**src/meter_status_pkg.sv**
```systemverilog
`default_nettype none
package meter_status_pkg;

  localparam int ADDR_W = 18;

  // Register indices; byte address is four times the index
  localparam logic [15:0] IDX_PEAK      = 16'hE501;
  localparam logic [15:0] IDX_STATUS    = 16'hE502;
  localparam logic [15:0] IDX_MEAS_MODE = 16'hE600;
  localparam logic [15:0] IDX_PMODE     = 16'hE601;
  localparam logic [15:0] IDX_SIGN      = 16'hE602;
  localparam logic [15:0] IDX_SAMPLE    = 16'hE603;
  localparam logic [15:0] IDX_DSPCNT    = 16'hE604;

  localparam logic [1:0] RESP_OKAY   = 2'h0;
  localparam logic [1:0] RESP_SLVERR = 2'h2;

  // Peak register layout
  localparam int PEAK_PHASE_LSB = 24;
  localparam int PEAK_ZERO_LSB  = 27;

  // Event status bit positions
  localparam int ST_ENERGY_LSB = 0;
  localparam int ST_LINE_DONE  = 5;
  localparam int ST_ACT_LSB    = 6;
  localparam int ST_SUM_ONE    = 9;
  localparam int ST_REACT_LSB  = 10;
  localparam int ST_SUM_TWO    = 13;
  localparam int ST_PULSE_LSB  = 14;
  localparam int ST_DSP_DONE   = 17;
  localparam int ST_SUM_THREE  = 18;
  localparam int ST_W          = 19;

  // Power sign register layout
  localparam int SG_ACT_LSB   = 0;
  localparam int SG_SUM_ONE   = 3;
  localparam int SG_REACT_LSB = 4;
  localparam int SG_SUM_TWO   = 7;
  localparam int SG_SUM_THREE = 8;

  // Pulse mode register layout
  localparam int PM_SEL_ONE_LSB   = 0;
  localparam int PM_SEL_TWO_LSB   = 3;
  localparam int PM_SEL_THREE_LSB = 6;
  localparam int PM_DIS_LSB       = 9;

  // Measurement mode register layout
  localparam int MM_ACT_SEL   = 0;
  localparam int MM_REACT_SEL = 1;

  localparam logic [1:0]  MEAS_MODE_RESET = 2'h0;
  localparam logic [11:0] PMODE_RESET     = 12'h000;
  localparam logic [2:0]  PULSE_IDLE      = 3'h7;

  typedef struct packed {
    logic        valid;
    logic [2:0]  phase;
    logic [23:0] magnitude;
    logic [23:0] value;
  } peak_sample_t;

  typedef struct packed {
    logic [2:0] act_total;
    logic [2:0] act_fund;
    logic [2:0] react_total;
    logic [2:0] react_fund;
    logic [2:0] sum;
  } power_signs_t;

  typedef struct packed {
    peak_sample_t sample;
    logic         peak_restart;
    power_signs_t signs;
    logic [14:0]  energy_bit30;
    logic         line_cycle_done;
    logic         dsp_cycle_done;
    logic [2:0]   pulse_level;
  } dsp_feed_t;

  typedef struct packed {
    logic              aw_have;
    logic [ADDR_W-1:0] aw_addr;
    logic              w_have;
    logic [31:0]       w_data;
    logic [3:0]        w_strb;
    logic              bvalid;
    logic [1:0]        bresp;
    logic              rvalid;
    logic [1:0]        rresp;
    logic [31:0]       rdata;
    logic [23:0]       peak_mag;
    logic [2:0]        peak_phase;
    logic [23:0]       last_sample;
    logic [1:0]        meas_mode;
    logic [11:0]       pmode;
    logic [8:0]        sign;
    logic [ST_W-1:0]   status;
    logic [14:0]       bit30_prev;
    logic [2:0]        pulse_prev;
    logic [2:0]        pulse_pin_n;
    logic [9:0]        dsp_count;
  } state_t;

  localparam state_t STATE_RESET = '{
    meas_mode: MEAS_MODE_RESET, pmode: PMODE_RESET,
    pulse_prev: PULSE_IDLE, pulse_pin_n: PULSE_IDLE,
    default: '0};

  function automatic logic [31:0] pad24(input logic [23:0] x);
    return {8'h00, x};
  endfunction

  function automatic logic [31:0] sext24(input logic [23:0] x);
    return {{8{x[23]}}, x};
  endfunction

  function automatic logic [15:0] pad10(input logic [9:0] x);
    return {6'h00, x};
  endfunction

endpackage
`default_nettype wire

```
**src/peak_and_event_status_regs.sv**
```systemverilog
// Summary of operation
// - Peak voltage magnitude held in bits 23:0 of the peak register.
// - Bits 24, 25, 26 mark phase A, B or C as peak source.
// - Peak register bits 31:27 always read zero.
// - Zero-padded 24-bit values read as 32 bits, top byte zero.
// - Signed 24-bit values read as 32 bits, sign copied to top byte.
// - Unsigned 10-bit values read as 16 bits, top six bits zero.
// - Status bit 0 sets when any total active energy bit 30 changes.
// - Status bit 1 sets when any fundamental active energy bit 30 changes.
// - Status bit 2 sets when any total reactive energy bit 30 changes.
// - Status bit 3 sets on fundamental reactive energy bit 30 change.
// - Status bit 4 sets when any apparent energy bit 30 changes.
// - Status bit 5 sets when line-cycle integration completes.
// - Bits 6-8 set on phase active power sign change; select picks source.
// - Bits 10-12 set on phase reactive sign change; select picks source.
// - Bits 9, 13, 18 set when pulse path sums one to three change sign.
// - Sign register: active 0-2, reactive 4-6, sums at 3, 7, 8.
// - Bits 14-16 set on falling edge of pulse outputs one to three.
// - Pulse flags set even while the pulse pin is disabled.
// - Pulse power select fields at bits 2:0, 5:3 and 8:6.
// - Status bit 17 sets when the periodic DSP cycle completes.
// - Status bits 31:19 read zero; all flags reset to zero.
//
// Register access over AXI4-Lite was left to the implementer.
`timescale 1ns/1ps
`default_nettype none
module peak_and_event_status_regs (
  input  wire logic                             aclk,
  input  wire logic                             aresetn,
  input  wire logic [meter_status_pkg::ADDR_W-1:0] awaddr,
  input  wire logic                             awvalid,
  output logic                                  awready,
  input  wire logic [31:0]                      wdata,
  input  wire logic [3:0]                       wstrb,
  input  wire logic                             wvalid,
  output logic                                  wready,
  output logic [1:0]                            bresp,
  output logic                                  bvalid,
  input  wire logic                             bready,
  input  wire logic [meter_status_pkg::ADDR_W-1:0] araddr,
  input  wire logic                             arvalid,
  output logic                                  arready,
  output logic [31:0]                           rdata,
  output logic [1:0]                            rresp,
  output logic                                  rvalid,
  input  wire logic                             rready,
  input  wire meter_status_pkg::dsp_feed_t      feed,
  output logic                                  pulse_out_one_n,
  output logic                                  pulse_out_two_n,
  output logic                                  pulse_out_three_n,
  output logic [2:0]                            pulse_one_power_select,
  output logic [2:0]                            pulse_two_power_select,
  output logic [2:0]                            pulse_three_power_select,
  output logic                                  active_sign_source_select,
  output logic                                  reactive_sign_source_select
);
  import meter_status_pkg::*;

  state_t          s_reg;
  state_t          s_next;
  logic            wr_fire;
  logic [31:0]     wmask;
  logic [15:0]     wr_idx;
  logic [15:0]     rd_idx;
  logic [ST_W-1:0] clr_mask;
  logic [ST_W-1:0] ev_set;
  logic [8:0]      sign_now;
  logic [8:0]      sign_diff;
  logic [2:0]      pulse_fall;
  logic [4:0]      half_flip;
  logic [23:0]     peak_base;
  logic            peak_load;
  logic [31:0]     rd_value;
  logic            rd_hit;

  assign awready = !s_reg.aw_have;
  assign wready  = !s_reg.w_have;
  assign arready = !s_reg.rvalid;
  assign bvalid  = s_reg.bvalid;
  assign bresp   = s_reg.bresp;
  assign rvalid  = s_reg.rvalid;
  assign rresp   = s_reg.rresp;
  assign rdata   = s_reg.rdata;

  assign pulse_out_one_n   = s_reg.pulse_pin_n[0];
  assign pulse_out_two_n   = s_reg.pulse_pin_n[1];
  assign pulse_out_three_n = s_reg.pulse_pin_n[2];
  assign pulse_one_power_select =
    s_reg.pmode[PM_SEL_ONE_LSB +: 3];
  assign pulse_two_power_select =
    s_reg.pmode[PM_SEL_TWO_LSB +: 3];
  assign pulse_three_power_select =
    s_reg.pmode[PM_SEL_THREE_LSB +: 3];
  assign active_sign_source_select   = s_reg.meas_mode[MM_ACT_SEL];
  assign reactive_sign_source_select = s_reg.meas_mode[MM_REACT_SEL];

  // Write side: address and data may arrive in either order
  assign wr_fire = s_reg.aw_have && s_reg.w_have && !s_reg.bvalid;
  assign wr_idx  = s_reg.aw_addr[ADDR_W-1:2];
  assign rd_idx  = araddr[ADDR_W-1:2];
  assign wmask   = {{8{s_reg.w_strb[3]}}, {8{s_reg.w_strb[2]}},
                    {8{s_reg.w_strb[1]}}, {8{s_reg.w_strb[0]}}};

  // Only enabled byte lanes clear flags
  assign clr_mask = (wr_fire && wr_idx == IDX_STATUS) ?
                    (s_reg.w_data[ST_W-1:0] & wmask[ST_W-1:0]) :
                    '0;

  // Energy half flags: one per accumulator kind, any of three phases
  for (genvar k = 0; k < 5; k++) begin : g_half
    assign half_flip[k] = |(feed.energy_bit30[3*k +: 3] ^
                            s_reg.bit30_prev[3*k +: 3]);
  end

  // Sign sources follow the measurement mode selects
  // One process drives the whole word, so it has a single driver
  always_comb begin
    sign_now = '0;
    sign_now[SG_ACT_LSB +: 3] = s_reg.meas_mode[MM_ACT_SEL] ?
      feed.signs.act_fund : feed.signs.act_total;
    sign_now[SG_REACT_LSB +: 3] = s_reg.meas_mode[MM_REACT_SEL] ?
      feed.signs.react_fund : feed.signs.react_total;
    sign_now[SG_SUM_ONE]   = feed.signs.sum[0];
    sign_now[SG_SUM_TWO]   = feed.signs.sum[1];
    sign_now[SG_SUM_THREE] = feed.signs.sum[2];
  end
  assign sign_diff = sign_now ^ s_reg.sign;

  // Raw level, before the disable gate, so flags still fire
  assign pulse_fall = s_reg.pulse_prev & ~feed.pulse_level;

  always_comb begin
    ev_set = '0;
    ev_set[ST_ENERGY_LSB +: 5] = half_flip;
    ev_set[ST_LINE_DONE] = feed.line_cycle_done;
    ev_set[ST_ACT_LSB +: 3] = sign_diff[SG_ACT_LSB +: 3];
    ev_set[ST_REACT_LSB +: 3] = sign_diff[SG_REACT_LSB +: 3];
    ev_set[ST_SUM_ONE]   = sign_diff[SG_SUM_ONE];
    ev_set[ST_SUM_TWO]   = sign_diff[SG_SUM_TWO];
    ev_set[ST_SUM_THREE] = sign_diff[SG_SUM_THREE];
    ev_set[ST_PULSE_LSB +: 3] = pulse_fall;
    ev_set[ST_DSP_DONE] = feed.dsp_cycle_done;
  end

  // A restart starts the search afresh from zero
  assign peak_base = feed.peak_restart ? 24'h000000 : s_reg.peak_mag;
  assign peak_load = feed.sample.valid &&
                     (feed.sample.magnitude > peak_base);

  always_comb begin
    rd_hit   = 1'b1;
    rd_value = 32'h00000000;
    unique case (rd_idx)
      IDX_PEAK: begin
        rd_value = pad24(s_reg.peak_mag);
        rd_value[PEAK_PHASE_LSB +: 3] = s_reg.peak_phase;
        rd_value[31:PEAK_ZERO_LSB] = '0;
      end
      IDX_STATUS: begin
        rd_value[ST_W-1:0] = s_reg.status;
      end
      IDX_MEAS_MODE: begin
        rd_value[1:0] = s_reg.meas_mode;
      end
      IDX_PMODE: begin
        rd_value[11:0] = s_reg.pmode;
      end
      IDX_SIGN: begin
        rd_value[8:0] = s_reg.sign;
      end
      IDX_SAMPLE: begin
        rd_value = sext24(s_reg.last_sample);
      end
      IDX_DSPCNT: begin
        rd_value[15:0] = pad10(s_reg.dsp_count);
      end
      default: begin
        rd_hit = 1'b0;
      end
    endcase
  end

  always_comb begin
    s_next = s_reg;
    if (awvalid && awready) begin
      s_next.aw_have = 1'b1;
      s_next.aw_addr = awaddr;
    end
    if (wvalid && wready) begin
      s_next.w_have = 1'b1;
      s_next.w_data = wdata;
      s_next.w_strb = wstrb;
    end
    if (s_reg.bvalid && bready) begin
      s_next.bvalid = 1'b0;
    end
    if (wr_fire) begin
      s_next.aw_have = 1'b0;
      s_next.w_have  = 1'b0;
      s_next.bvalid  = 1'b1;
      s_next.bresp   = RESP_OKAY;
      unique case (wr_idx)
        IDX_MEAS_MODE: begin
          s_next.meas_mode = (s_reg.meas_mode & ~wmask[1:0]) |
                             (s_reg.w_data[1:0] & wmask[1:0]);
        end
        IDX_PMODE: begin
          s_next.pmode = (s_reg.pmode & ~wmask[11:0]) |
                         (s_reg.w_data[11:0] & wmask[11:0]);
        end
        // Status clears through clr_mask; read-only words accept and ignore the write
        IDX_STATUS, IDX_PEAK, IDX_SIGN, IDX_SAMPLE, IDX_DSPCNT: begin
        end
        default: begin
          s_next.bresp = RESP_SLVERR;
        end
      endcase
    end
    if (s_reg.rvalid && rready) begin
      s_next.rvalid = 1'b0;
    end
    if (arvalid && arready) begin
      s_next.rvalid = 1'b1;
      s_next.rdata  = rd_value;
      s_next.rresp  = rd_hit ? RESP_OKAY : RESP_SLVERR;
    end

    // A new event beats a clear in the same cycle
    s_next.status = (s_reg.status & ~clr_mask) | ev_set;

    if (peak_load) begin
      s_next.peak_mag   = feed.sample.magnitude;
      s_next.peak_phase = feed.sample.phase;
    end else if (feed.peak_restart) begin
      s_next.peak_mag   = '0;
      s_next.peak_phase = '0;
    end
    if (feed.sample.valid) begin
      s_next.last_sample = feed.sample.value;
    end

    s_next.sign        = sign_now;
    s_next.bit30_prev  = feed.energy_bit30;
    s_next.pulse_prev  = feed.pulse_level;
    // Disabled pins idle high
    s_next.pulse_pin_n = feed.pulse_level |
                         s_reg.pmode[PM_DIS_LSB +: 3];
    if (feed.dsp_cycle_done) begin
      s_next.dsp_count = s_reg.dsp_count + 10'h001;
    end
  end

  always_ff @(posedge aclk) begin
    if (!aresetn) begin
      s_reg <= STATE_RESET;
    end else begin
      s_reg <= s_next;
    end
  end

  chk_peak_update: assert property (
    @(posedge aclk) disable iff (!aresetn)
    peak_load |=> s_reg.peak_mag == $past(feed.sample.magnitude) &&
                  s_reg.peak_phase == $past(feed.sample.phase))
    else $error("peak magnitude and phase not loaded together");

  chk_peak_hold: assert property (
    @(posedge aclk) disable iff (!aresetn)
    !peak_load && !feed.peak_restart
    |=> $stable(s_reg.peak_mag) && $stable(s_reg.peak_phase))
    else $error("peak changed without a larger sample");

  chk_peak_top_zero: assert property (
    @(posedge aclk) disable iff (!aresetn)
    arvalid && arready && rd_idx == IDX_PEAK
    |=> rvalid && rdata[31:27] == 5'h00)
    else $error("peak register top bits not zero");

  chk_status_resv: assert property (
    @(posedge aclk) disable iff (!aresetn)
    arvalid && arready && rd_idx == IDX_STATUS
    |=> rdata[31:19] == 13'h0000 &&
        rdata[18:0] == $past(s_reg.status))
    else $error("status readback wrong");

  chk_energy_flag: assert property (
    @(posedge aclk) disable iff (!aresetn)
    (feed.energy_bit30[2:0] != $past(feed.energy_bit30[2:0]))
    |=> s_reg.status[0])
    else $error("active energy half flag missed");

  chk_fund_energy: assert property (
    @(posedge aclk) disable iff (!aresetn)
    (feed.energy_bit30[5:3] != $past(feed.energy_bit30[5:3]))
    |=> s_reg.status[1])
    else $error("fundamental active energy half flag missed");

  chk_react_energy: assert property (
    @(posedge aclk) disable iff (!aresetn)
    (feed.energy_bit30[8:6] != $past(feed.energy_bit30[8:6]))
    |=> s_reg.status[2])
    else $error("total reactive energy half flag missed");

  chk_fund_react_energy: assert property (
    @(posedge aclk) disable iff (!aresetn)
    (feed.energy_bit30[11:9] != $past(feed.energy_bit30[11:9]))
    |=> s_reg.status[3])
    else $error("fundamental reactive energy half flag missed");

  chk_apparent_energy: assert property (
    @(posedge aclk) disable iff (!aresetn)
    (feed.energy_bit30[14:12] != $past(feed.energy_bit30[14:12]))
    |=> s_reg.status[4])
    else $error("apparent energy half flag missed");

  chk_flag_sticky: assert property (
    @(posedge aclk) disable iff (!aresetn)
    ##1 ((s_reg.status & $past(s_reg.status & ~clr_mask)) ==
         $past(s_reg.status & ~clr_mask)))
    else $error("status flag dropped without clear");

  chk_pulse_flag: assert property (
    @(posedge aclk) disable iff (!aresetn)
    $fell(feed.pulse_level[0]) |=> s_reg.status[14])
    else $error("pulse one falling edge not flagged");

  chk_pulse_two_flag: assert property (
    @(posedge aclk) disable iff (!aresetn)
    $fell(feed.pulse_level[1]) |=> s_reg.status[15])
    else $error("pulse two falling edge not flagged");

  chk_pulse_three_flag: assert property (
    @(posedge aclk) disable iff (!aresetn)
    $fell(feed.pulse_level[2]) |=> s_reg.status[16])
    else $error("pulse three falling edge not flagged");

  chk_dsp_flag: assert property (
    @(posedge aclk) disable iff (!aresetn)
    feed.dsp_cycle_done |=> s_reg.status[17] ##1 1'b1)
    else $error("dsp cycle flag missed");

  chk_act_sign: assert property (
    @(posedge aclk) disable iff (!aresetn)
    sign_diff[2:0] != 3'h0
    |=> (s_reg.status[8:6] & $past(sign_diff[2:0])) ==
        $past(sign_diff[2:0]))
    else $error("active sign change not flagged");

  chk_react_sign: assert property (
    @(posedge aclk) disable iff (!aresetn)
    sign_diff[6:4] != 3'h0
    |=> (s_reg.status[12:10] & $past(sign_diff[6:4])) ==
        $past(sign_diff[6:4]))
    else $error("reactive sign change not flagged");

  chk_sum_sign: assert property (
    @(posedge aclk) disable iff (!aresetn)
    sign_diff[8] |=> s_reg.status[18] && s_reg.sign[8] ==
                     $past(feed.signs.sum[2]))
    else $error("sum three sign change not flagged");

  chk_sum_one_sign: assert property (
    @(posedge aclk) disable iff (!aresetn)
    sign_diff[3] |=> s_reg.status[9] && s_reg.sign[3] ==
                     $past(feed.signs.sum[0]))
    else $error("sum one sign change not flagged");

  chk_sum_two_sign: assert property (
    @(posedge aclk) disable iff (!aresetn)
    sign_diff[7] |=> s_reg.status[13] && s_reg.sign[7] ==
                     $past(feed.signs.sum[1]))
    else $error("sum two sign change not flagged");

  chk_line_done: assert property (
    @(posedge aclk) disable iff (!aresetn)
    feed.line_cycle_done |=> s_reg.status[5])
    else $error("line cycle flag missed");

  chk_pulse_off: assert property (
    @(posedge aclk) disable iff (!aresetn)
    s_reg.pmode[9] && $stable(s_reg.pmode[9]) |-> pulse_out_one_n)
    else $error("disabled pulse pin not idle high");

endmodule // peak_and_event_status_regs
`default_nettype wire

```
**config.mk**
```make
export PLATFORM = sky130hd
export DESIGN_NAME = peak_and_event_status_regs
export DESIGN_NICKNAME = d
export VERILOG_FILES = /design/src/meter_status_pkg.sv /design/src/peak_and_event_status_regs.sv
export SDC_FILE = /design/constraint.sdc
export NUM_CORES = 1
export LEC_CHECK = 0
export ABC_AREA = 1
export ABC_CLOCK_PERIOD_IN_PS = 2600
export BUFFER_PORTS_ARGS = -buffer_cell sky130_fd_sc_hd__buf_2
export CAP_MARGIN = 15
export CORE_MARGIN = 2
export CORE_UTILIZATION = 54
export DETAILED_ROUTE_END_ITERATION = 16
export PLACE_DENSITY = 0.87
export SYNTH_ARGS = -nofsm -noshare
export SYNTH_HDL_FRONTEND = slang
export SYNTH_SLANG_ARGS = --single-unit
```
**constraint.sdc**
```tcl
create_clock -name aclk -period 2.6 [get_ports aclk]
set_input_delay 0.26 -clock aclk [delete_from_list [all_inputs] [get_ports aclk]]
set_output_delay 0.26 -clock aclk [all_outputs]
set_load 0.02 [all_outputs]
```
# Yosys cells after proc, flatten, opt, wreduce, memory -nomap -nowiden
# Index checks and enable logic that the tools add are counted.
# totals
ff_bits,204
out_inout_bits,55
# classes
addsub,1
n_lt_le_gt_ge,1
n_eq_ne,14
muxes,19
bitwise,22
n_reduce_logical,26
# ops
op,n
"equality test 16 bit, second input constant",14
two-way mux 27 bit,2
case mux 7 bit (6 select lines),1
bitwise AND 19 bit,2
two-way mux 35 bit,1
case mux 13 bit (2 select lines),1
bitwise AND 12 bit,2
greater-than comparator 24 bit,1
two-way mux 24 bit,1
two-way mux 19 bit,1
NOT 19 bit,1
bitwise OR 19 bit,1
case mux 3 bit (5 select lines),1
OR reduction 3 bit,5
bitwise XOR 3 bit,5
case mux 2 bit (7 select lines),1
OR reduction 7 bit,2
NOT 12 bit,1
bitwise OR 12 bit,1
case mux 4 bit (3 select lines),1
"adder 10 x 1 -> 10 bit, second input constant",1
logical AND 1 bit,9
two-way mux 3 bit,3
case mux 3 bit (3 select lines),1
other kinds (14),24

# Longest topological paths before layout
# Gate-level depths: netlist (run 1).
# logic_depth
word_depth,7
ltp_mapped,17

# Worst setup path before layout (run 1)
# No wires, ideal clock.
# synth_timing
kind,input port to flip-flop
startpoint,input port feed[35] (netlist bit)
endpoint,register s_reg[103] (netlist bit)
setup_time_ns,0.116
arrival_time_ns,1.903
path_slack_ns,0.581
stages,14
n_path_buf,2
cell_sequence,clkbuf_1 -> nor2_1 -> inv_1 -> ha_1 -> nand2_1 -> nor2_2 -> nand3_2 -> nor3_2 -> nor2_2 -> nand2_8 -> inv_6 -> buf_12 -> nor2_2 -> nor2_1
# synth_via
elab_chain_len,4
elab_cells_between_ends,5
cone_classes,order compare (1); mux (2); reduce/logical (2)
# synth_rtl
item,line,source
from (decl),peak_and_event_status_regs.sv:47,"input wire meter_status_pkg::dsp_feed_t feed,"
two-way mux 24 bit,peak_and_event_status_regs.sv:146,assign peak_base = feed.peak_restart ? 24'h000000 : s_reg.peak_mag;
greater-than comparator 24 bit,peak_and_event_status_regs.sv:148,(feed.sample.magnitude > peak_base);
logical AND 1 bit,peak_and_event_status_regs.sv:147,assign peak_load = feed.sample.valid &&
two-way mux 27 bit or nonzero test 2 bit (tied branches),n/a,
to (signal assigned),peak_and_event_status_regs.sv:257,s_reg <= s_next;
to (decl),peak_and_event_status_regs.sv:59,state_t s_reg;
# Several ways; a longest one is shown, not always the timed one.
# A chain may end at the register's enable or synchronous reset.

# Final worst setup path (run 1)
# layout_timing
startpoint,register s_reg[123] (netlist bit)
endpoint,register s_reg[100] (netlist bit)
# layout_via
elab_chain_len,4
elab_cells_between_ends,5
cone_classes,order compare (1); mux (2); reduce/logical (2)
# layout_rtl
item,line
two-way mux 24 bit (*),peak_and_event_status_regs.sv:146
greater-than comparator 24 bit (*),peak_and_event_status_regs.sv:148
logical AND 1 bit (*),peak_and_event_status_regs.sv:147
two-way mux 27 bit or nonzero test 2 bit (tied branches),n/a
# Mark *: on every way between the ends. The rest lies on a longest branch, timed or not.

==> flow_summary.toml, run 1 <==
[floorplan]
die-area_mm2 = 0.01838
num_rows = 48
die_x_um = 135.6
dieHeight_um = 135.6
io_pins = 222
start_util = 0.5463
core_region_area_mm2 = 0.01712

[clock_tree]
cts_max_level = 4
cts_made_buffers = 17
root_buffer = "clkbuf_16"
post_cts_resized = 0
cts_tree = "done"
hold_buffers = 0
postCtsSetupRepairBufs = 0
cts.sinks = 196
cts.reportedPaths.clkPinSlew_ps = 70
insertion_delay_ps = 440
cts_max_path_buffers = 2

[hold_path]
hold_start = "feed[1]"
hold_end = "s_reg[14]"
hold_class = "in -> reg"
min_path_cells = 3

[synth]
yosysSeqAreaShare = 0.4196
synth-edff-count = 0
ys.flop_type = "dfxtp_1"
avgSynthCellArea_um2 = 7.339
synthArstFlopShare = 0
yosysWarnings = 0
netlist_area_mm2 = 0.009350
synth_cell_types = 51
synth_cells = 1274
ys_ff_latch = 196

[worst_setup_path]
worstPathArrival_ps = 2620
crit_type = "reg -> reg"
worstReg2RegStart = "s_reg[123]"
rrSetupSlack_ps = 340
cp_max_fo = 28
startpoint = "s_reg[123]"
cp-start-kind = "register"
required_ps = 2960
cp-end-kind = "register"
r2r_end = "s_reg[100]"
ff2ff_path_depth = 14

[final_layout]
design_area_mm2 = 0.01070
n_fill_cell = 1487
drive_gt1_frac = 0.2196
nNetsFinal = 1601
area_growth_pct = 14.40
instances_no_fill = 1651
largest_register_ffs = 147

[sta]
period_minus_slack_ps = 2259
setup_ws_ps = 340.9
worstMarginPinSlew_ps = 708.7
period_share = 0.8689
finClkSkew_ps = 8.704
report.final.setup_viol = 0
relSlewSlack = 0.5236
rsz0062_at_grt = "no"
max_freq_mhz = 442.7
finalHoldViolations = 0
tns_ps = 0
slew_violations = 0

[power_and_ir_drop]
ir_worst_vdd_v = 0.0004860
p_clk_frac = 0.381
pwr-share-seq = 0.489
p_int_w = 0.004934
swShare = 0.2663
pwr_density_cell_mw_per_mm2 = 628.7
leakage_nw = 4.919
power_w = 0.006725
power_switching_w = 0.001791
power_frac_comb = 0.129

[place]
dpl.hpwl_um = 18130
portBuffers = 201
pre_cts_ws_ps = 114.7
place.gp.congestion = 0.9252
placed_cells = 1615
dpl_cell_area_mm2 = 0.01011

[detailed_routing]
drt_iter0_markers = 796
avgRoutedWirePerCell_um = 15.00
vias = 8657
dr.pass1.iters = 6
vias_per_cell = 5.243
drcViolationCount = 0
routed_wirelength_um = 24760
drtAntennaViolNets = 0

[global_routing]
antenna_found_initial = 6
grt_pass1_vias = 7866
track_usage = 0.2704
overflow = 0
grt_pass1_wl_um = 38620
grt_max_degree = 73

[run]
maxCapViolCount = 0

[run_status]
status = "finished, final reports clean"
==> synth_stat cells, types with 4 or more instances <==
library cell,number,share of area
a21oi_1,93,0.050
buf_2,4,0.0021
buf_4,48,0.039
clkbuf_1,36,0.014
dfxtp_1,196,0.42
ha_1,25,0.033
inv_1,131,0.053
inv_2,9,0.0036
mux2i_1,6,0.0064
nand2_1,193,0.077
nand3_1,36,0.019
nand3_2,4,0.0043
nand4_1,5,0.0033
nor2_1,214,0.086
nor2_2,33,0.022
nor3_1,11,0.0059
o211ai_1,7,0.0056
o21ai_0,121,0.065
o21ai_1,22,0.012
o22ai_1,6,0.0040
xor2_1,21,0.020
==> routing by layer <==
metal  track usage  part of all wire
met4        0.1134             0.035
met2        0.4198              0.45
met5             0           0.00052
met3       0.07969             0.097
met1        0.3515              0.42
==> kinds of logic (layout without fill, tap and decap cells) <==
logic type,Yosys count,in the layout,synth area share
compound gates,261,261,0.1460
flops,196,196,0.4196
other cells,1,7,0.0004011
buf+inv,238,384,0.1230
fa+ha+maj,25,25,0.03345
mux,6,6,0.006423
xor+xnor,24,24,0.02248
simple gates,523,523,0.2486
==> worst max-delay path by stage <==
stage | to | slack, ps | cells past startpoint
2_1_floorplan | s_reg[103] | 580 | 14
3_3_place_gp | s_reg[100] | 190 | 13
3_5_place_dp | s_reg[116] | 110 | 13
4_1_cts | s_reg[100] | 340 | 14
5_1_grt | s_reg[100] | 90 | 13
6_report | s_reg[100] | 340 | 14
==> critical path: stages (launching register included) <==
cell and delay, ps:
dfxtp_1 320, inv_1 70, nor2_1 160, inv_1 70
ha_1 290, nand2_1 80, nor2_2 170, nand3_2 110
nor2_2 120, nand2_2 80, nand3_4 110, nand2_8 160
inv_6 270, nor2_1 80, nor2_1 120
==> placed cells by master (no fill, tap or decap), drive strengths merged, types with 3 or more instances in the layout <==
cell type	n
nor2	250
buf	211
nand2	198
dfxtp	196
o21ai	144
inv	143
a21oi	93
nand3	41
ha	25
xor2	21
clkbuf	21
nor3	15
o211ai	7
nand4	7
clkinv	7
mux2i	6
o22ai	6
diode	5
and2	4
nor4	4
xnor2	3
or2	3
==> power by group through the flow <==
| stage | Clock, W | Combinational, W | Sequential [W] |
|---|---|---|---|
| floorplan | 0 | 0.000611 | 0.00333 |
| global placement | 0 | 0.000826 | 0.00335 |
| detailed placement | 0 | 0.000852 | 0.00335 |
| CTS | 0.00259 | 0.000861 | 0.00329 |
| global route | 0.00272 | 0.000978 | 0.00331 |
| finish | 0.00257 | 0.000868 | 0.00329 |
==> final cells by class <==
type | count | area (um^2) | share of cell area
inverter | 142 | 538.0 | 0.05030
antenna | 5 | 12.51 | 0.001170
clock buffer | 21 | 480.5 | 0.04492
sequential | 196 | 3924 | 0.3668
tap | 225 | 281.5 | 0.02632
clock inverter | 10 | 96.34 | 0.009007
multi-input combinational | 841 | 4280 | 0.4002
timing repair buffer | 211 | 1084 | 0.1013
==> stage by stage <==
step,hold slack [ps],utilization
3_5_place_dp,448.7,0.5905
6_report,25.31,0.6249
5_1_grt,18.65,0.6248
4_1_cts,15.60,0.6242
3_3_place_gp,437.6,0.5905
2_1_floorplan,350.0,-
(Power assumes the default switching activity.)
==> inputs of run 2 (changes only) <==
--- a/config.mk
+++ b/config.mk
@@ -5,7 +5,7 @@
 export SDC_FILE = /design/constraint.sdc
 export NUM_CORES = 1
 export LEC_CHECK = 0
-export ABC_AREA = 1
+export ABC_AREA = 0
 export ABC_CLOCK_PERIOD_IN_PS = 2600
 export BUFFER_PORTS_ARGS = -buffer_cell sky130_fd_sc_hd__buf_2
 export CAP_MARGIN = 15
==> run 2 against run 1 <==
  * Wire length decreased by 6.8%
  * Global-route usage decreased by 2.0 points
  * Combinational power shrank 11%
  * Register-to-register slack got worse by 110 ps
  * Fmax shrank 4.8%
  * Worst hold slack better by 13 ps
  * Synthesized cell count shrank 21%
  * Setup slack worse by 110 ps
  * Clock-buffer cell count down 3
  * Highest routed layer unchanged
  * Sequential share of layout area down 0.53 points
  * Largest power group unchanged
==> flow_summary.toml, run 2 <==
[run_status]
status = "finished, final reports clean"

[clock_tree]
cts_max_level = 4
postCtsSetupRepairBufs = 0
cts_made_buffers = 17
cts.sinks = 196
hold_buffers = 0
cts_tree = "done"
cts_max_path_buffers = 2
cts.reportedPaths.clkPinSlew_ps = 80
post_cts_resized = 0
insertion_delay_ps = 440
root_buffer = "clkbuf_16"

[final_layout]
final_common_cell = "buf_2"
nNetsFinal = 1336
design_area_mm2 = 0.01085
area_growth_pct = 15.41
n_fill_cell = 1444
drive_gt1_frac = 0.2396
largest_register_ffs = 147
layout_common_cells = "buf_2 (200), dfxtp_1 (196), nand2_1 (139), mux2i_1 (85), a21boi_0 (58)"

[place]
dpl_cell_area_mm2 = 0.01026
portBuffers = 201
dpl.hpwl_um = 17370
place.gp.congestion = 0.8622

[detailed_routing]
vias = 7571
routed_wirelength_um = 23090
avgRoutedWirePerCell_um = 16.68
drt_iter0_markers = 362
drtAntennaViolNets = 0
drcViolationCount = 0
dr.pass1.iters = 5
vias_per_cell = 5.470

[synth]
ys_ff_latch = 196
synth_top_area_frac = 0.4172
synth_cell_types = 70
ys.flop_type = "dfxtp_1"
synthTopCellsByArea = "dfxtp_1 (42%), mux2i_1 (9.0%), nand2_1 (5.5%), a21boi_0 (4.6%), nor2b_1 (3.9%)"
netlist_area_mm2 = 0.009404
synth_cells = 1003
yosysSeqAreaShare = 0.4172
synth_top_cell_by_area = "dfxtp_1"
ys_top_cells_by_count = "dfxtp_1 (196), nand2_1 (139), mux2i_1 (85), a21boi_0 (58), nor2b_1 (58)"
avgSynthCellArea_um2 = 9.376
synth-edff-count = 0
yosysWarnings = 0
post-synth-top-count-cell = "dfxtp_1"
synthArstFlopShare = 0

[worst_setup_path]
path_cells = "and3b_1, nand4_1, nor4_1, and2_1, a21boi_0, o41a_1"
cp-end-kind = "register"
crit_buf_inv = 0
worstPathArrival_ps = 2690
slowest_stage = "nor4_1"
crit_family = "simple AND/OR/NAND/NOR gates"
cp_max_fo = 8
cp-start-kind = "register"
required_ps = 2920
crit_type = "reg -> reg"
slowest_delay_ps = 490

[sta]
rsz0062_at_grt = "no"
worstMarginPinSlew_ps = 793.7
finalHoldViolations = 0
relSlewSlack = 0.4696
finClkSkew_ps = 11.46
tns_ps = 0
report.final.setup_viol = 0
slew_violations = 0
period_share = 0.9126
period_minus_slack_ps = 2373
max_freq_mhz = 421.5

[power_and_ir_drop]
leakage_nw = 4.631
pwr_density_cell_mw_per_mm2 = 613.4
ir_worst_vdd_v = 0.0004347

[hold_path]
hold_class = "in -> reg"

[global_routing]
grt_max_degree = 106
grt_pass1_wl_um = 35980
overflow = 0
track_usage = 0.2509
antenna_found_initial = 4
grt_pass1_vias = 7262

[floorplan]
dieHeight_um = 136.0
core_region_area_mm2 = 0.01718
die-area_mm2 = 0.01849
io_pins = 222
start_util = 0.5475
die_x_um = 136.0
num_rows = 48

[run]
maxCapViolCount = 0
[run 2: changes by cell type after synthesis, moves of 30 or more]
cell	previous run	this run
nor2_1	214	27
inv_1	131	9
o21ai_0	121	28
mux2i_1	6	85
a21oi_1	93	30
nor2b_1	0	58
a21boi_0	2	58
nand2_1	193	139
nor2_2	33	0
nand3_1	36	6
[run 2: cell families (layout without fill, tap and decap cells)]
family,Yosys count,after routing,synth area share
other,1,5,0.0003988
and+or+nand+nor,363,363,0.2146
DFF,196,196,0.4172
adders and majority gates,25,25,0.03326
buffers and inverters,110,262,0.06932
xor gates and xnor gates,32,32,0.02980
muxes,85,85,0.09047
AOI/OAI and AO/OA,191,191,0.1449
[run 2: worst paths after layout]
| kind | startpoint | to | slack (ps) | cells after the start |
|---|---|---|---|---|
| setup / recovery | s_reg[198] | s_reg[32] | 230 | 6 |
| hold / removal | feed[0] | s_reg[13] | 40 | 2 |
| setup reg to reg | s_reg[198] | s_reg[32] | 230 | 6 |
| hold reg to reg | rdata[13] | rdata[13] | 450 | 2 |
[run 2: cell type report]
class,instances,area [um^2],area share
Antenna cell,3,7.507,0.0006917
Clock buffer,18,439.2,0.04047
Clock inverter,13,141.4,0.01303
Inverter,9,33.78,0.003113
Multi-Input combinational cell,698,4835,0.4455
Sequential cell,196,3924,0.3615
Tap cell,225,281.5,0.02594
Timing Repair Buffer,222,1191,0.1098
[run 2: metrics by stage]
step           hold slack (ps)  worst slack, ps  power (W)  instances    util
2_1_floorplan            375.8            332.3   0.003830       1004       -
3_3_place_gp             435.9            182.9   0.004079       1350  0.5976
3_5_place_dp             440.8            108.9   0.004107       1350  0.5976
4_1_cts                  26.32            283.5   0.006688       1381  0.6314
5_1_grt                  39.42            27.58   0.006896       1382  0.6316
6_report                 37.94            227.4   0.006657       1384  0.6318
[run 2: where the power goes]
| part | switching [W] | internal, W | leakage [nW] |
|---|---|---|---|
| Clock | 0.00124 | 0.00138 | 0.280 |
| Sequential | 0.000115 | 0.00316 | 1.61 |
| Combinational | 0.000410 | 0.000359 | 2.74 |
[run 2: routing by layer]
| metal | up-vias | GRT usage | routed length, um |
|---|---|---|---|
| met3 | 49 | 0.05518 | 1432 |
| met4 | 2 | 0.1186 | 805 |
| met5 | - | 0 | 13 |
| met2 | 258 | 0.4175 | 10750 |
| li1 | 3710 | - | - |
| met1 | 3552 | 0.3090 | 10090 |
==> inputs of run 3 (changes only) <==
--- a/config.mk
+++ b/config.mk
@@ -12,7 +12,8 @@
 export CORE_MARGIN = 2
 export CORE_UTILIZATION = 54
 export DETAILED_ROUTE_END_ITERATION = 16
-export PLACE_DENSITY = 0.87
+export HOLD_SLACK_MARGIN = 0.06
+export PLACE_DENSITY_LB_ADDON = 0.3
 export SYNTH_ARGS = -nofsm -noshare
 export SYNTH_HDL_FRONTEND = slang
 export SYNTH_SLANG_ARGS = --single-unit
==> run 3 against run 2 <==
  * Cell count increased by 4.1%
  * Sequential share of layout area decreased by 1.9 points
  * Die area unchanged
  * Register-to-register slack improved by 100 ps
  * Clock-buffer cell count decreased by 1
==> flow_summary.toml, run 3 (same netlist as run 2, synthesis figures left out) <==
[worst_setup_path]
cp_max_fo = 7
rrSetupSlack_ps = 330
cp-end-kind = "register"
slowest_stage = "or3_1"
worstPathArrival_ps = 2640
cp-start-kind = "register"
crit_type = "reg -> reg"
slowest_delay_ps = 400
required_ps = 2970
crit_buf_inv = 1
path_cells = "nand2b_1, ha_1, nand4_1, or3_1, nor2_1, a211oi_2, nor2_4, buf_4, mux2i_1"
crit_family = "simple AND/OR/NAND/NOR gates"

[detailed_routing]
drtAntennaViolNets = 0
vias = 7631
vias_per_cell = 5.296
avgRoutedWirePerCell_um = 16.61
routed_wirelength_um = 23940
drcViolationCount = 0
dr.pass1.iters = 5
drt_iter0_markers = 375

[hold_path]
hold_class = "in -> reg"

[place]
placed_cells = 1352
portBuffers = 201
place.gp.congestion = 0.8388
dpl.hpwl_um = 17170

[clock_tree]
cts_max_level = 4
cts_tree = "done"
post_cts_resized = 0
cts.reportedPaths.clkPinSlew_ps = 80
root_buffer = "clkbuf_16"
cts.sinks = 196
postCtsSetupRepairBufs = 0
cts_made_buffers = 17
insertion_delay_ps = 450
hold_buffers = 55
cts_max_path_buffers = 2

[floorplan]
die-area_mm2 = 0.01849
num_rows = 48
dieHeight_um = 136.0
io_pins = 222
die_x_um = 136.0
core_region_area_mm2 = 0.01718
start_util = 0.5475

[sta]
finClkSkew_ps = 8.535
max_freq_mhz = 440.6
period_share = 0.8729
finalHoldViolations = 0
rsz0062_at_grt = "no"
report.final.setup_viol = 0
worstMarginPinSlew_ps = 787.3
period_minus_slack_ps = 2269
slew_violations = 0
relSlewSlack = 0.4739
tns_ps = 0

[final_layout]
layout_common_cells = "buf_2 (200), dfxtp_1 (196), nand2_1 (139), mux2i_1 (85), a21boi_0 (58)"
largest_register_ffs = 147
drive_gt1_frac = 0.2306
area_growth_pct = 21.63
final_common_cell = "buf_2"
instances_no_fill = 1441
post-route-util = 0.6659
nNetsFinal = 1393

[global_routing]
grt_pass1_vias = 7464
track_usage = 0.2611
antenna_found_initial = 3
grt_pass1_wl_um = 37170
grt_max_degree = 98
overflow = 0

[run]
maxCapViolCount = 0

[power_and_ir_drop]
leakage_nw = 4.881
pwr_density_cell_mw_per_mm2 = 589.7
ir_worst_vdd_v = 0.0004592

[run_status]
status = "finished, final reports clean"
run 3: per-layer routing:
metal  GRT usage  up-vias  routed length (um)
met5           0        -                  10
met4      0.1059        2                 624
met3     0.05817       42                1386
met2      0.4456      222               11470
met1      0.3191     3543               10450
li1            -     3822                   -
run 3: area by class of cell:
class	count	area, um^2
flip-flops and latches	196	3924
multi-input cells	698	4835
inverters	9	33.78
fillers	1427	5738
well taps	225	281.5
clock inverters	15	165.2
clock buffers	17	425.4
diodes	2	5.005
repair buffers	279	1769
run 3: power by group:
| group | internal (W) | total (W) | leakage (nW) | switching, W |
|---|---|---|---|---|
| registers | 0.00316 | 0.00327 | 1.61 | 0.000108 |
| logic | 0.000416 | 0.000842 | 2.98 | 0.000426 |
| clock network | 0.00129 | 0.00263 | 0.285 | 0.00134 |
run 3: through the flow:
| step | hold slack, ps | power [W] | setup WS [ps] | instance area (um^2) |
|---|---|---|---|---|
| 2_1_floorplan | 375.8 | 0.003830 | 332.3 | 9408 |
| 3_3_place_gp | 443.3 | 0.004084 | 185.9 | 10290 |
| 3_5_place_dp | 447.4 | 0.004107 | 100.6 | 10290 |
| 4_1_cts | 61.83 | 0.006773 | 320.4 | 11430 |
| 5_1_grt | 73.00 | 0.007000 | 171.3 | 11440 |
| 6_report | 62.52 | 0.006745 | 330.6 | 11440 |
run 3: worst paths after layout:
path / from / end / depth (start not counted)
hold / removal: awaddr[14] / s_reg[213] / 3
hold reg to reg: rdata[17] / rdata[17] / 2
setup reg to reg: s_reg[119] / s_reg[122] / 9
setup / recovery: s_reg[119] / s_reg[122] / 9
run 3: worst reg2reg max path: stages, from the launching register on:
cell      delay, ps
dfxtp_1         380
nand2b_1         80
ha_1            310
nand4_1         150
or3_1           400
nor2_1          170
a211oi_2        130
nor2_4          140
buf_4           200
mux2i_1         230
